--- config.mk ---
export PLATFORM = sky130hd
export DESIGN_NAME = cal_reference_key_registers
export DESIGN_NICKNAME = d
export VERILOG_FILES = /design/src/include/cal_ref_pkg.sv /design/src/include/cal_level_if.sv /design/src/hdl/cal_reference_key_registers.sv /design/src/hdl/cal_level_bank.sv
export VERILOG_INCLUDE_DIRS = /design/src /design/src/include
export SDC_FILE = /design/constraint.sdc
export NUM_CORES = 1
export LEC_CHECK = 0
export BUFFER_PORTS_ARGS = -buffer_cell sky130_fd_sc_hd__buf_4
export CORE_MARGIN = 1
export CORE_UTILIZATION = 48
export CTS_BUF_LIST = sky130_fd_sc_hd__clkbuf_16
export DETAILED_ROUTE_END_ITERATION = 6
export GPL_TIMING_DRIVEN = 0
export PLACE_DENSITY_LB_ADDON = 0.15
export SYNTH_ARGS = -nofsm -noshare
export SYNTH_HDL_FRONTEND = slang
export SYNTH_SLANG_ARGS = --single-unit
--- constraint.sdc ---
create_clock -name pclk -period 3.7 [get_ports pclk]
set_clock_uncertainty 0.15 [all_clocks]
set_input_delay 0.555 -clock pclk [delete_from_list [all_inputs] [get_ports pclk]]
set_output_delay 0.555 -clock pclk [all_outputs]
set_load 0.005 [all_outputs]
--- src/include/cal_ref_cfg.svh ---
// Constants of the calibration reference key register group.
// Assumes register indices are word indices on an APB bus (byte address = 4 * index).
//
// Function
// (RULE1) Level registers accept writes only while the key holds the unlock value.
// (RULE2) Key resets to zero; any other value than unlock keeps levels locked.
// (RULE3) Software returns the key to zero after programming the levels.
// (RULE4) Key governs four level registers, one per analog loop, at fixed addresses.
// (RULE5) Level select sits in bits two to one, codes zero to three, reset zero.
// (RULE6) Software programs each level select to reference voltage one.
// (RULE7) Bit zero enables manual override per loop, reset zero meaning disabled.
// (RULE8) Software sets the override enable bit for each loop.
// (RULE9) Software commits levels with the transfer strobe before calibration.
// (RULE10) Software programs the level fields only once per power cycle.
// (RULE11) Software writes the unlock value before any level register write.
// (RULE12) While locked, level register writes are ignored and contents kept.
`ifndef CAL_REF_CFG_SVH
`define CAL_REF_CFG_SVH

`define NUM_LOOPS        4
`define ADDR_W           16
`define IDX_W            14
`define IDX_LSB          2
`define IDX_MSB          15

`define KEY_IDX          14'h0fff
`define STATUS_IDX       14'h0ffe
`define LEVEL0_IDX       14'h1488
`define LEVEL1_IDX       14'h1588
`define LEVEL2_IDX       14'h1688
`define LEVEL3_IDX       14'h1788

`define UNLOCK_VALUE     8'hf9
`define KEY_RESET        8'h00
`define VSEL_RESET       2'h0
`define OVR_RESET        1'b0
`define KEY_W            8

`define VSEL_LSB         1
`define VSEL_MSB         2
`define OVR_BIT          0
`define STAT_UNLOCK_BIT  0
`define STAT_REJECT_BIT  1

`endif

--- src/include/cal_ref_pkg.sv ---
// Types of the calibration reference key register group.
// Assumes cal_ref_cfg.svh for widths.
`include "cal_ref_cfg.svh"
package cal_ref_pkg;
   typedef logic [1:0]                 voltage_select_t;
   typedef logic [1:0]                 loop_idx_t;
   typedef logic [2*`NUM_LOOPS-1:0]    vsel_bus_t;
   typedef logic [`NUM_LOOPS-1:0]      loop_mask_t;
   typedef logic [`ADDR_W-1:0]         apb_addr_t;
   typedef logic [`IDX_W-1:0]          reg_idx_t;
   typedef struct packed {
      voltage_select_t vsel;
      logic            override_en;
   } level_t;
   typedef enum logic {IDLE, RESPOND} apb_phase_t;
endpackage

--- src/include/cal_level_if.sv ---
// Write port and read-back of the per-loop calibration level storage.
// Assumes the register front end is the only writer.
`timescale 1ns/1ps
`include "cal_ref_cfg.svh"
interface cal_level_if;
   import cal_ref_pkg::*;
   logic      wr_stb;
   loop_idx_t wr_idx;
   level_t    wr_level;
   level_t    levels [`NUM_LOOPS];
   modport bank (input wr_stb, input wr_idx, input wr_level, output levels);
   modport regs (output wr_stb, output wr_idx, output wr_level, input levels);
endinterface

--- src/hdl/cal_reference_key_registers.sv ---
// APB register group: access key plus four per-loop calibration level registers.
// Assumes an APB master on pclk; one wait state on every transfer.
`timescale 1ns/1ps
`include "cal_ref_cfg.svh"
module cal_reference_key_registers (
   input  wire logic                   pclk,
   input  wire logic                   presetn,
   input  wire logic                   psel,
   input  wire logic                   penable,
   input  wire logic                   pwrite,
   input  wire cal_ref_pkg::apb_addr_t paddr,
   input  wire logic [31:0]            pwdata,
   input  wire logic [3:0]             pstrb,
   output logic [31:0]                 prdata,
   output logic                        pready,
   output logic                        pslverr,
   output cal_ref_pkg::vsel_bus_t      calibration_reference_voltage,
   output cal_ref_pkg::loop_mask_t     cal_override_enable,
   output logic                        cal_unlocked
);
   import cal_ref_pkg::*;

   ////////////////////////////////////////////////////////////////////////////////
   // Address decoding helpers

   function automatic logic is_level(input reg_idx_t idx);
      is_level = (idx == `LEVEL0_IDX) || (idx == `LEVEL1_IDX)
              || (idx == `LEVEL2_IDX) || (idx == `LEVEL3_IDX);
   endfunction

   function automatic loop_idx_t loop_of(input reg_idx_t idx);
      loop_idx_t sel;
      sel = 2'h0;
      if (idx == `LEVEL1_IDX) begin
         sel = 2'h1;
      end else if (idx == `LEVEL2_IDX) begin
         sel = 2'h2;
      end else if (idx == `LEVEL3_IDX) begin
         sel = 2'h3;
      end
      loop_of = sel;
   endfunction

   ////////////////////////////////////////////////////////////////////////////////
   // State

   logic [`KEY_W-1:0] access_key;
   logic              write_rejected;
   apb_phase_t        phase;

   cal_level_if lv ();

   cal_level_bank cal_level_bank_inst (
      .pclk    (pclk),
      .presetn (presetn),
      .lv      (lv.bank)
   );

   ////////////////////////////////////////////////////////////////////////////////
   // Decode

   wire reg_idx_t  idx         = paddr[`IDX_MSB:`IDX_LSB];
   wire logic      hit_key     = (idx == `KEY_IDX);
   wire logic      hit_status  = (idx == `STATUS_IDX);
   wire logic      hit_level   = is_level(idx);
   wire logic      mapped      = hit_key | hit_status | hit_level;
   wire loop_idx_t slot        = loop_of(idx);
   wire logic      lane0       = pstrb[0];

   // Completing edge: access phase with pready already high
   wire logic      complete    = (phase == RESPOND) & psel & penable;
   wire logic      wr_done     = complete & pwrite & lane0;
   wire logic      unlocked    = (access_key == `UNLOCK_VALUE);          // RULE2

   ////////////////////////////////////////////////////////////////////////////////
   // Bus phase

   wire apb_phase_t next_phase = (phase == IDLE && psel && penable) ? RESPOND : IDLE;

   always_ff @(posedge pclk or negedge presetn) begin
      if (!presetn) begin
         phase  <= IDLE;
         pready <= 1'b0;
      end else begin
         phase  <= next_phase;
         pready <= (next_phase == RESPOND);
      end
   end

   ////////////////////////////////////////////////////////////////////////////////
   // Access key

   wire logic              key_wr   = wr_done & hit_key;
   wire logic [`KEY_W-1:0] next_key = key_wr ? pwdata[`KEY_W-1:0] : access_key;

   always_ff @(posedge pclk or negedge presetn) begin
      if (!presetn) begin
         access_key   <= `KEY_RESET;                                   // RULE2
         cal_unlocked <= 1'b0;
      end else begin
         access_key   <= next_key;
         cal_unlocked <= (next_key == `UNLOCK_VALUE);                  // RULE1
      end
   end

   ////////////////////////////////////////////////////////////////////////////////
   // Level writes; locked writes are dropped, storage untouched

   assign lv.wr_stb               = wr_done & hit_level & unlocked;    // RULE1 RULE12
   assign lv.wr_idx               = slot;                              // RULE4
   assign lv.wr_level.vsel        = pwdata[`VSEL_MSB:`VSEL_LSB];       // RULE5
   assign lv.wr_level.override_en = pwdata[`OVR_BIT];                  // RULE7

   // Sticky record of a dropped write; a new drop beats a clear
   wire logic reject_set     = wr_done & hit_level & ~unlocked;        // RULE12
   wire logic reject_clr     = wr_done & hit_status & pwdata[`STAT_REJECT_BIT];
   wire logic next_rejected  = reject_set | (write_rejected & ~reject_clr);

   always_ff @(posedge pclk or negedge presetn) begin
      if (!presetn) begin
         write_rejected <= 1'b0;
      end else begin
         write_rejected <= next_rejected;
      end
   end

   ////////////////////////////////////////////////////////////////////////////////
   // Loop outputs, registered from the storage

   vsel_bus_t  next_vsel_bus;
   loop_mask_t next_ovr_mask;

   always_comb begin
      next_vsel_bus = '0;
      next_ovr_mask = '0;
      for (int i = 0; i < `NUM_LOOPS; i++) begin
         next_vsel_bus[2*i +: 2] = lv.levels[i].vsel;
         next_ovr_mask[i]        = lv.levels[i].override_en;
      end
   end

   always_ff @(posedge pclk or negedge presetn) begin
      if (!presetn) begin
         calibration_reference_voltage <= '0;
         cal_override_enable           <= '0;
      end else begin
         calibration_reference_voltage <= next_vsel_bus;
         cal_override_enable           <= next_ovr_mask;
      end
   end

   ////////////////////////////////////////////////////////////////////////////////
   // Read data; reserved bits read zero

   wire level_t      rd_level   = lv.levels[slot];
   wire logic [31:0] key_word   = {24'h0, access_key};
   wire logic [31:0] stat_word  = {30'h0, write_rejected, unlocked};
   wire logic [31:0] level_word = {29'h0, rd_level.vsel, rd_level.override_en};
   wire logic [31:0] next_prdata =
      (!pwrite && hit_key)    ? key_word   :
      (!pwrite && hit_status) ? stat_word  :
      (!pwrite && hit_level)  ? level_word : 32'h0;

   // Captured on entering the answer cycle; nothing else can change state meanwhile
   always_ff @(posedge pclk or negedge presetn) begin
      if (!presetn) begin
         prdata  <= 32'h0;
         pslverr <= 1'b0;
      end else if (next_phase == RESPOND) begin
         prdata  <= next_prdata;
         pslverr <= ~mapped;
      end else begin
         prdata  <= 32'h0;
         pslverr <= 1'b0;
      end
   end
endmodule

--- src/hdl/cal_level_bank.sv ---
// Flip-flop storage of the four calibration level entries.
// Assumes write strobes arrive already qualified by the access key.
`timescale 1ns/1ps
`include "cal_ref_cfg.svh"
module cal_level_bank (
   input wire logic        pclk,
   input wire logic        presetn,
   cal_level_if.bank       lv
);
   import cal_ref_pkg::*;

   always_ff @(posedge pclk or negedge presetn) begin
      if (!presetn) begin
         for (int i = 0; i < `NUM_LOOPS; i++) begin
            lv.levels[i].vsel        <= `VSEL_RESET;  // RULE5
            lv.levels[i].override_en <= `OVR_RESET;   // RULE7
         end
      end else if (lv.wr_stb) begin
         lv.levels[lv.wr_idx] <= lv.wr_level;         // RULE4
      end
   end
endmodule

==> run_results.csv, run 1 <==
group,metric,value,unit
timing,fin_crit_sh,65.0,%
timing,hold_viol,0,
clock_network,clk_latency,0.28,ns
timing,max_slew.worst_pin.slew,0.755,ns
clock_network,clockRootBuffer,"clkbuf_16",
clock_network,cts_setup_buffers,0,
grt,grt_max_degree,45,
timing,min_period,2.41,ns
floorplanning,num_rows,23,
grt,grt_util_all_layers,19.9,%
timing,hold_slack,0.106,ns
clock_network,cts_made_buffers,5,
place,place_congestion,0.842,
status,status,"completed",
synth,ys_seq_area_share,55.3,%
clock_network,cts_max_level,2,
critical_path,crit_buf_inv,0,
synth,ys_async_sr_fraction,100,%
critical_path,worst_setup_path_start_kind,"flop",
finish,multiInputGateArea,764,sq um
synth,synth.most_common_cell,"dfrtp_1",
synth,syn-cell-area,1990,sq um
grt,grt-ovfl-total,0,
critical_path,crit_type,"reg2reg",
critical_path,crit_chain,"nor4bb_1 -> nand4_1 -> nor4_1 -> mux2_2",
place,place_inst,271,
floorplanning,core_region_area,4000,sq um
route,dr.pass1.iters,4,
route,drt_iter0_markers,48,
synth,ys.flop_type,"dfrtp_1",
synth,yosys_warnings,0,
clock_network,clockBufferDepth,2,
power_and_ir_drop,leakage,1.42,nW
clock_network,cts_tree,"yes",
power_and_ir_drop,vdd_drop_max,0.245,mV
finish,drive_gt1_share,47.2,%
critical_path,critical_path.max_stage_delay,0.60,ns
route,ant_nets,0,
finish,syn_to_final_growth,32.8,%
clock_network,path_clk_slew,0.06,ns
clock_network,cts.sinks,44,
route,wl,4.06,mm
route,drcViolationCount,0,
critical_path,crit_slowest_cell,"nor4_1",
critical_path,worstPathArrival,2.43,ns
synth,synth_cell_types,34,
place,portBuffers,48,
critical_path,crit_family,"simple AND/OR/NAND/NOR gates",
route,via_count,1408,
floorplanning,start_util,49.8,%
clock_network,holdBufCountCts,0,
synth,synth_top_area_share,55.3,%
synth,synthTopCellsByArea,"dfrtp_1 55%, mux2_2 11%, buf_4 9.1%",
floorplanning,die_x,66.4,microns
critical_path,cp_max_fo,4,
timing,maxSlewHeadroom,49.2,%
floorplanning,dieArea,4410,sq um
finish,instances_no_fill,279,
grt,grt_pass1_vias,1386,
place,dp_hpwl,3.00,mm
grt,grt_first_pass_wirelength,6.31,mm
critical_path,crit_path_end_kind,"flop",
power_and_ir_drop,pwr_density_cell,372,nW/um^2
timing,fmax,415,MHz
grt,antenna_found_initial,0,
run,cap_violations,0,
timing,setup_viol,0,
clock_network,ctsResizeCount,0,
synth,synthTopCellsByCount,"44 x dfrtp_1, 24 x buf_4, 20 x mux2_2, 7 x and2_1",
finish,fillCellCount,343,
timing,tns,0,ns
timing,rsz0062_at_grt,"false",
synth,syn_inst,150,
finish,n_antenna_cell,0,
worst_hold_path,hold_class,"in2async",
synth,syn_avg_cell_area,13.3,sq um
synth,synth-seq-cells,44,
finish,layout.nets,285,
synth,synth_edf_count,0,
critical_path,crit_required,3.72,ns
floorplanning,die-height,66.4,microns
timing,finalMaxSlewViolations,0,
synth,post-synth-top-area-cell,"dfrtp_1",
finish,seqCellArea,1100,sq um
floorplanning,ios,104,
route,vias_per_cell,5.05,
route,wl_per_cell,14.6,microns
==> worst paths after layout <==
kind | startpoint | end | slack, ns | depth (start not counted)
worst max-delay path | access_key[1] | cal_level_bank_inst.lv.levels[4] | 1.29 | 4
worst min-delay path | presetn | cal_unlocked | 0.11 | 1
worst max register to register | access_key[1] | cal_level_bank_inst.lv.levels[4] | 1.29 | 4
worst min register to register | cal_level_bank_inst.lv.levels[0] | cal_override_enable[3] | 0.24 | 0
max in group asynchronous | presetn | calibration_reference_voltage[0] | 2.92 | 1
min in group pclk | cal_level_bank_inst.lv.levels[0] | cal_override_enable[3] | 0.24 | 0
==> routing by layer <==
layer / up-vias / routed length (microns) / global-route usage, %
met5: - / 0 / 0
met3: 10 / 348 / 5.86
li1: 651 / - / -
met1: 670 / 1590 / 23.5
met2: 77 / 2060 / 34.3
met4: 0 / 63 / 7.18
==> kinds of logic after synthesis <==
family / after synthesis / synth area share [%]
mux: 25 / 16.3
flops: 44 / 55.3
simple gates: 44 / 15.7
other cells: 1 / 0.188
buf+inv: 30 / 10.6
compound gates: 6 / 1.89
==> sequential cells by signal, summed over array words and instances (netlist names) <==
| signal | cells |
|---|---|
| cal_level_bank_inst.lv.levels | 12 |
| access_key | 8 |
| calibration_reference_voltage | 8 |
| prdata | 8 |
| cal_override_enable | 4 |
| cal_unlocked | 1 |
| phase | 1 |
| pslverr | 1 |
| write_rejected | 1 |
==> stage by stage <==
step,setup slack [ns],util [%],total power (W),cell area [sq um]
after global routing,1.06,66.1,0.00102,2640
after floorplan,1.36,-,0.000528,2080
after CTS,1.25,66.1,0.000991,2640
final,1.29,66.1,0.000982,2640
after detailed placement,1.00,62.5,0.000570,2500
after global placement,1.04,62.5,0.000567,2500
==> cell usage in the layout (no fill, tap or decap), types with 2 or more instances in the layout <==
cell type | Yosys | layout
dfrtp_1 | 44 | 44
o22ai_1 | 2 | 2
mux2_2 | 20 | 20
mux4_1 | 3 | 3
nand2_1 | 4 | 4
inv_1 | 4 | 4
and3_1 | 2 | 2
and4b_1 | 2 | 2
nand4_1 | 5 | 5
and4_2 | 2 | 2
clkinvlp_4 | 0 | 2
o21ai_0 | 2 | 2
buf_4 | 24 | 72
mux2i_1 | 2 | 2
nand3_1 | 5 | 5
and2_1 | 7 | 7
clkbuf_16 | 0 | 5
nor3_1 | 2 | 2
nor4_1 | 3 | 3
conb_1 | 1 | 24
==> power by group <==
part,internal (W),switching (W)
sequential,0.000482,0.00000160
combinational,0.0000413,0.0000363
clock,0.000247,0.000174
==> cell type report <==
cell class	count	area share, %
flip-flops and latches	44	41.6
multi-input cells	99	28.9
repair buffers	48	13.6
plain buffers	26	7.43
clock buffers	5	4.73
well taps	50	2.37
clock inverters	3	0.710
inverters	4	0.568
No activity file was read; power rests on OpenSTA's default activity.
==> run 2: changes to the inputs <==
--- a/config.mk
+++ b/config.mk
@@ -6,9 +6,10 @@
 export SDC_FILE = /design/constraint.sdc
 export NUM_CORES = 1
 export LEC_CHECK = 0
+export ABC_AREA = 1
 export BUFFER_PORTS_ARGS = -buffer_cell sky130_fd_sc_hd__buf_4
 export CORE_MARGIN = 1
-export CORE_UTILIZATION = 48
+export CORE_UTILIZATION = 46
 export CTS_BUF_LIST = sky130_fd_sc_hd__clkbuf_16
 export DETAILED_ROUTE_END_ITERATION = 6
 export GPL_TIMING_DRIVEN = 0
==> constraint.sdc (replaced) <==
create_clock -name pclk -period 2.5 [get_ports pclk]
set_clock_uncertainty 0.15 [all_clocks]
set_input_delay 0.375 -clock pclk [delete_from_list [all_inputs] [get_ports pclk]]
set_output_delay 0.375 -clock pclk [all_outputs]
set_load 0.005 [all_outputs]
==> run 2 against run 1 <==
Against the previous run:
- the run now ends with design-rule violations left
- sequential cell count stayed put
- sequential power rose by 48%
- count of clock-buffer cells in the layout stayed put
- maximum frequency grew 34%
- power grew 48%
- combinational power is 62% higher
- final cell count up 41%
- critical path type unchanged
- critical endpoint is now cal_unlocked
==> run_results.csv, run 2 <==
group,metric,value,unit
synth,synthMuxAreaShare,0,%
power_and_ir_drop,p_comb_share,8.7,%
status,status,"complete, but fails checks",
worst_hold_path,hold_path_end,"access_key[5]",
power_and_ir_drop,p_int,0.00113,W
timing,min_period,1.79,ns
synth,synth_xor_area_share,0,%
clock_network,clockBufferDepth,2,
critical_path,crit_path_end_kind,"flop",
critical_path,timing.rr.start,"phase",
run,cap_violations,0,
timing,rsz0062_at_grt,"false",
clock_network,holdBufCountCts,1,
synth,syn-cell-area,2210,sq um
critical_path,crit_required,2.57,ns
synth,syn_inst,260,
floorplanning,core_region_area,4470,sq um
synth,synth.most_common_cell,"nand2_1",
clock_network,cts_setup_buffers,0,
finish,layout.nets,398,
critical_path,r2r_cells,9,
synth,ys.flop_type,"dfrtp_1",
floorplanning,dieArea,5090,sq um
power_and_ir_drop,leakage,1.56,nW
place,place_area,2740,sq um
status,violations,"design-rule violations",
critical_path,r2r-end,"cal_unlocked",
floorplanning,num_rows,24,
finish,n_antenna_cell,0,
clock_network,cts.sinks,44,
timing,max_slew.worst_pin.slew,0.552,ns
power_and_ir_drop,power_switching,0.000316,W
grt,antenna_found_initial,0,
synth,synth-seq-cells,44,
place,portBuffers,50,
critical_path,crit_type,"reg2reg",
finish,regMostFlops,"cal_level_bank_inst.lv.levels",
finish,drive_gt1_share,28.1,%
grt,grt_max_degree,45,
power_and_ir_drop,pwr_density_cell,503,nW/um^2
synth,yosys.area_share.simple,27.6,%
route,via_count,1845,
finish,final_common_cell,"buf_4",
grt,grt_util_all_layers,18.6,%
finish,fillCellCount,393,
synth,synthTopCellsByArea,"dfrtp_1 50%, buf_4 8.1%, nand2_1 8.1%",
worst_hold_path,hold_class,"in2reg",
finish,largest_reg_flops,12,
grt,grt_first_pass_wirelength,7.22,mm
synth,synth_edf_count,0,
timing,hold_slack,0.173,ns
route,vias_per_cell,4.68,
clock_network,path_clk_slew,0.06,ns
synth,synth_top_family_by_area,"simple AND/OR/NAND/NOR gates",
clock_network,cts_made_buffers,5,
route,wl,4.65,mm
route,ant_nets,0,
synth,ys_seq_area_share,49.7,%
timing,maxSlewHeadroom,63.2,%
place,place_inst,385,
route,drt_iter0_markers,110,
timing,tns,0,ns
timing,finalMaxSlewViolations,0,
worst_hold_path,min-delay-start,"pwdata[5]",
clock_network,clk_latency,0.28,ns
power_and_ir_drop,vdd_drop_max,0.259,mV
power_and_ir_drop,clkPwrFrac,42.0,%
synth,synthAdderAreaFrac,0,%
clock_network,cts_max_level,2,
route,wl_per_cell,11.8,microns
synth,post-synth-top-area-cell,"dfrtp_1",
power_and_ir_drop,pwr-share-seq,49.3,%
critical_path,cp_max_fo,10,
timing,fin_crit_sh,71.7,%
route,drcViolationCount,7,
clock_network,ctsResizeCount,0,
grt,grt_pass1_vias,1593,
timing,setup_viol,0,
route,dr.pass1.iters,6,
finish,seqCellArea,1100,sq um
synth,synth_compound_area_share,6.67,%
floorplanning,die_x,71.4,microns
finish,layout_common_cells,"74 x buf_4, 48 x nand2_1, 44 x dfrtp_1",
floorplanning,ios,104,
grt,grt-ovfl-total,0,
floorplanning,start_util,49.5,%
timing,hold_viol,0,
critical_path,worstPathArrival,1.86,ns
synth,syn_avg_cell_area,8.51,sq um
synth,synth_top_area_share,49.7,%
synth,synth_cell_types,26,
synth,synthTopCellsByCount,"48 x nand2_1, 44 x dfrtp_1, 39 x inv_1, 24 x buf_4, 21 x nor2_1",
place,dp_hpwl,3.47,mm
finish,postLayoutCellArea,2890,sq um
power_and_ir_drop,switching_share,21.8,%
synth,ys_async_sr_fraction,100,%
critical_path,r2r_slack,0.71,ns
worst_hold_path,min_path_cells,3,
floorplanning,die-height,71.4,microns
clock_network,cts_tree,"yes",
timing,fmax,558,MHz
synth,yosys_warnings,0,
critical_path,worst_setup_path_start_kind,"flop",
power_and_ir_drop,total_power,0.00145,W
place,place_congestion,0.869,
finish,syn_to_final_growth,30.4,%
clock_network,clockRootBuffer,"clkbuf_16",
finish,instances_no_fill,394,
finish,multiInputGateArea,848,sq um
## run 2: final cells by class
class / instances / area share, %
Inverter: 41 / 5.33
Clock buffer: 5 / 4.33
Buffer: 26 / 6.81
Multi-Input combinational cell: 172 / 29.4
Timing Repair Buffer: 51 / 13.4
Clock inverter: 3 / 0.390
Sequential cell: 44 / 38.1
Tap cell: 52 / 2.25
## run 2: logic make-up after synthesis
family	after synthesis
and+or+nand+nor	120
buffers and inverters	67
DFF	44
AOI/OAI and AO/OA	28
other	1
## run 2: worst max path at each step
stage | startpoint | endpoint | slack, ns | depth (start not counted)
CTS | phase | cal_unlocked | 0.69 | 9
global placement | paddr[13] | cal_level_bank_inst.lv.levels[10] | 0.57 | 11
finish | phase | cal_unlocked | 0.71 | 9
global route | phase | cal_unlocked | 0.51 | 9
floorplan | paddr[13] | cal_level_bank_inst.lv.levels[10] | 0.89 | 10
detailed placement | paddr[13] | cal_level_bank_inst.lv.levels[5] | 0.51 | 11
## run 2: metrics by stage
stage,worst slack (ns),utilization (%)
finish,0.708,64.5
global route,0.511,64.5
CTS,0.694,64.5
detailed placement,0.508,61.2
global placement,0.573,61.2
floorplan,0.886,-
## run 2: worst max-delay path, stage by stage, from the launching register on
cell     delay [ns]
dfrtp_1        0.36
nand2_1        0.06
nor2_1         0.41
nand3_4        0.17
buf_6          0.17
nand2_1        0.05
nand2_1        0.08
nor2_1         0.12
nand2_1        0.07
nor2_1         0.10
## run 2: power groups by stage
stage,clock [W],sequential (W),combinational [W]
2_1_floorplan,0,0.000728,0.0000607
3_3_place_gp,0,0.000728,0.000123
3_5_place_dp,0,0.000728,0.000125
4_1_cts,0.000620,0.000715,0.000126
5_1_grt,0.000652,0.000714,0.000140
6_report,0.000610,0.000715,0.000126
## run 2: routing by layer
layer  wire length, microns  global-route usage [%]
met2                   2070                    27.8
met3                    361                    4.64
met5                      0                       0
met4                     77                    7.56
met1                   2140                    26.1
==> run 3: changes to the inputs <==
--- a/config.mk
+++ b/config.mk
@@ -9,7 +9,7 @@
 export ABC_AREA = 1
 export BUFFER_PORTS_ARGS = -buffer_cell sky130_fd_sc_hd__buf_4
 export CORE_MARGIN = 1
-export CORE_UTILIZATION = 46
+export CORE_UTILIZATION = 42
 export CTS_BUF_LIST = sky130_fd_sc_hd__clkbuf_16
 export DETAILED_ROUTE_END_ITERATION = 6
 export GPL_TIMING_DRIVEN = 0
==> constraint.sdc (replaced) <==
create_clock -name pclk -period 1.6 [get_ports pclk]
set_clock_uncertainty 0.15 [all_clocks]
set_input_delay 0.24 -clock pclk [delete_from_list [all_inputs] [get_ports pclk]]
set_output_delay 0.24 -clock pclk [all_outputs]
set_load 0.005 [all_outputs]
==> run 3 against run 2 <==
Against the previous run:
- the run now ends clean
- critical path depth decreased by 2
- sequential power increased by 57%
- count of clock-buffer cells in the layout is the same
- register-to-register slack got worse by 0.66 ns
- first-iteration DRC count is 19% higher
- power increased by 57%
- critical endpoint is now cal_level_bank_inst.lv.levels[6]
- largest cell class unchanged
==> run_results.csv, run 3 (same netlist as run 2, synthesis figures left out) <==
group,metric,value,unit
status,status,"completed",
floorplanning,dieArea,5560,sq um
critical_path,worst_setup_path_start_kind,"flop",
grt,grt_first_pass_wirelength,7.13,mm
route,wl,4.87,mm
finish,drive_gt1_share,34.9,%
power_and_ir_drop,vdd_drop_max,0.379,mV
critical_path,critical_path.max_stage_delay,0.39,ns
grt,antenna_found_initial,0,
critical_path,crit_chain,"inv_2 -> nand2_2 -> nor4_4 -> buf_6 -> nand3_4 -> nand2_1 -> o21ai_1",
critical_path,crit_path_end_kind,"flop",
floorplanning,start_util,43.6,%
critical_path,crit_slowest_cell,"dfrtp_1",
timing,min_period,1.55,ns
finish,regMostFlops,"cal_level_bank_inst.lv.levels",
place,dp_hpwl,3.51,mm
clock_network,clockBufferDepth,2,
worst_hold_path,min-delay-start,"pwdata[6]",
route,ant_nets,0,
clock_network,cts_tree,"yes",
grt,grt_util_all_layers,17.2,%
place,place_congestion,0.867,
finish,layout_common_cells,"80 x buf_4, 44 x dfrtp_1, 40 x inv_1",
finish,postLayoutCellArea,3060,sq um
clock_network,clockRootBuffer,"clkbuf_16",
critical_path,r2r_slack,0.05,ns
route,wl_per_cell,11.6,microns
floorplanning,core_region_area,5070,sq um
worst_hold_path,hold_path_end,"access_key[6]",
critical_path,cp_max_fo,6,
place,portBuffers,50,
critical_path,crit_type,"reg2reg",
place,place_area,2760,sq um
critical_path,worstPathArrival,1.57,ns
place,dpl_worst_slack,-0.236,ns
timing,finalMaxSlewViolations,0,
route,drt_iter0_markers,131,
timing,max_slew.worst_pin.slew,0.537,ns
timing,hold_slack,0.0217,ns
finish,largest_reg_flops,12,
run,cap_violations,0,
clock_network,cts_made_buffers,5,
worst_hold_path,min_path_cells,3,
grt,grt-ovfl-total,0,
clock_network,clk_latency,0.28,ns
timing,fmax,643,MHz
finish,final_common_cell,"buf_4",
floorplanning,ios,104,
grt,grt_pass1_vias,1603,
power_and_ir_drop,leakage,1.61,nW
timing,setup_viol,0,
route,via_count,1898,
critical_path,timing.rr.start,"access_key[1]",
critical_path,r2r-end,"cal_level_bank_inst.lv.levels[6]",
finish,layout.nets,406,
finish,syn_to_final_growth,38.1,%
route,drcViolationCount,0,
clock_network,path_clk_slew,0.06,ns
worst_hold_path,hold_class,"in2reg",
grt,grt_max_degree,45,
critical_path,crit_family,"simple AND/OR/NAND/NOR gates",
clock_network,cts_max_level,2,
floorplanning,die_x,74.6,microns
timing,rsz0062_at_grt,"true",
timing,maxSlewHeadroom,64.2,%
power_and_ir_drop,pwr_density_cell,744,nW/um^2
critical_path,crit_buf_inv,2,
critical_path,startpoint,"access_key[1]",
finish,n_antenna_cell,0,
critical_path,crit_required,1.61,ns
route,vias_per_cell,4.52,
timing,fin_crit_sh,97.2,%
route,dr.pass1.iters,4,
floorplanning,num_rows,26,
timing,hold_viol,0,
finish,fillCellCount,482,
clock_network,cts.sinks,44,
timing,finalWorstSetupSlack,0.0451,ns
critical_path,r2r_cells,7,
floorplanning,die-height,74.6,microns
[run 3: cell type report]
type	instances	area, sq um	area share [%]
clock buffers	5	125	4.09
multi-input cells	172	928	30.4
well taps	70	87.6	2.87
repair buffers	59	453	14.8
clock inverters	3	11.3	0.368
flip-flops and latches	44	1100	36.0
inverters	41	154	5.03
plain buffers	26	196	6.43
[run 3: what timing repair did]
| item | 4_1_cts | 5_1_grt |
|---|---|---|
| gates cloned | 0 | 1 |
| pin swaps | 3 | 12 |
| buffers inserted | 1 | 6 |
| resized for setup | 2 | 24 |
| endpoints found under the hold margin | 44 | 0 |
| endpoints found under the setup margin | 18 | 15 |
| hold buffers | 1 | 0 |
[run 3: report_power, final]
group          total [W]  switching (W)  internal (W)
registers        0.00112     0.00000124       0.00112
clock network   0.000952       0.000391      0.000561
logic           0.000206       0.000106     0.0000998
[run 3: routing by layer]
layer | part of all wire, % | global-route usage [%]
met1 | 45 | 23.5
met2 | 46 | 27.0
met3 | 6.8 | 3.79
met4 | 2.0 | 5.87
met5 | 0 | 0
[run 3: through the flow]
step,utilization (%),std cells,TNS [ns],power [W]
finish,60.2,420,0,0.00227
detailed placement,54.4,403,-3.29,0.00133
global placement,54.4,403,-3.04,0.00133
floorplan,-,283,0,0.00123
CTS,57.6,413,0,0.00228
global route,60.2,420,-0.227,0.00236
[run 3: how the worst max path moves through the flow]
stage | to | slack, ns | cells after the start
floorplan | cal_level_bank_inst.lv.levels[0] | 0.06 | 6
global placement | cal_unlocked | -0.20 | 9
detailed placement | cal_level_bank_inst.lv.levels[7] | -0.24 | 11
CTS | cal_unlocked | 0.02 | 9
global route | prdata[0] | -0.05 | 6
finish | cal_level_bank_inst.lv.levels[6] | 0.05 | 7
[run 3: worst min-delay path, delay by kind of cell]
kind	cells	cell delay, ns
AOI/OAI and AO/OA	1	0.05
buffers and inverters	2	0.12
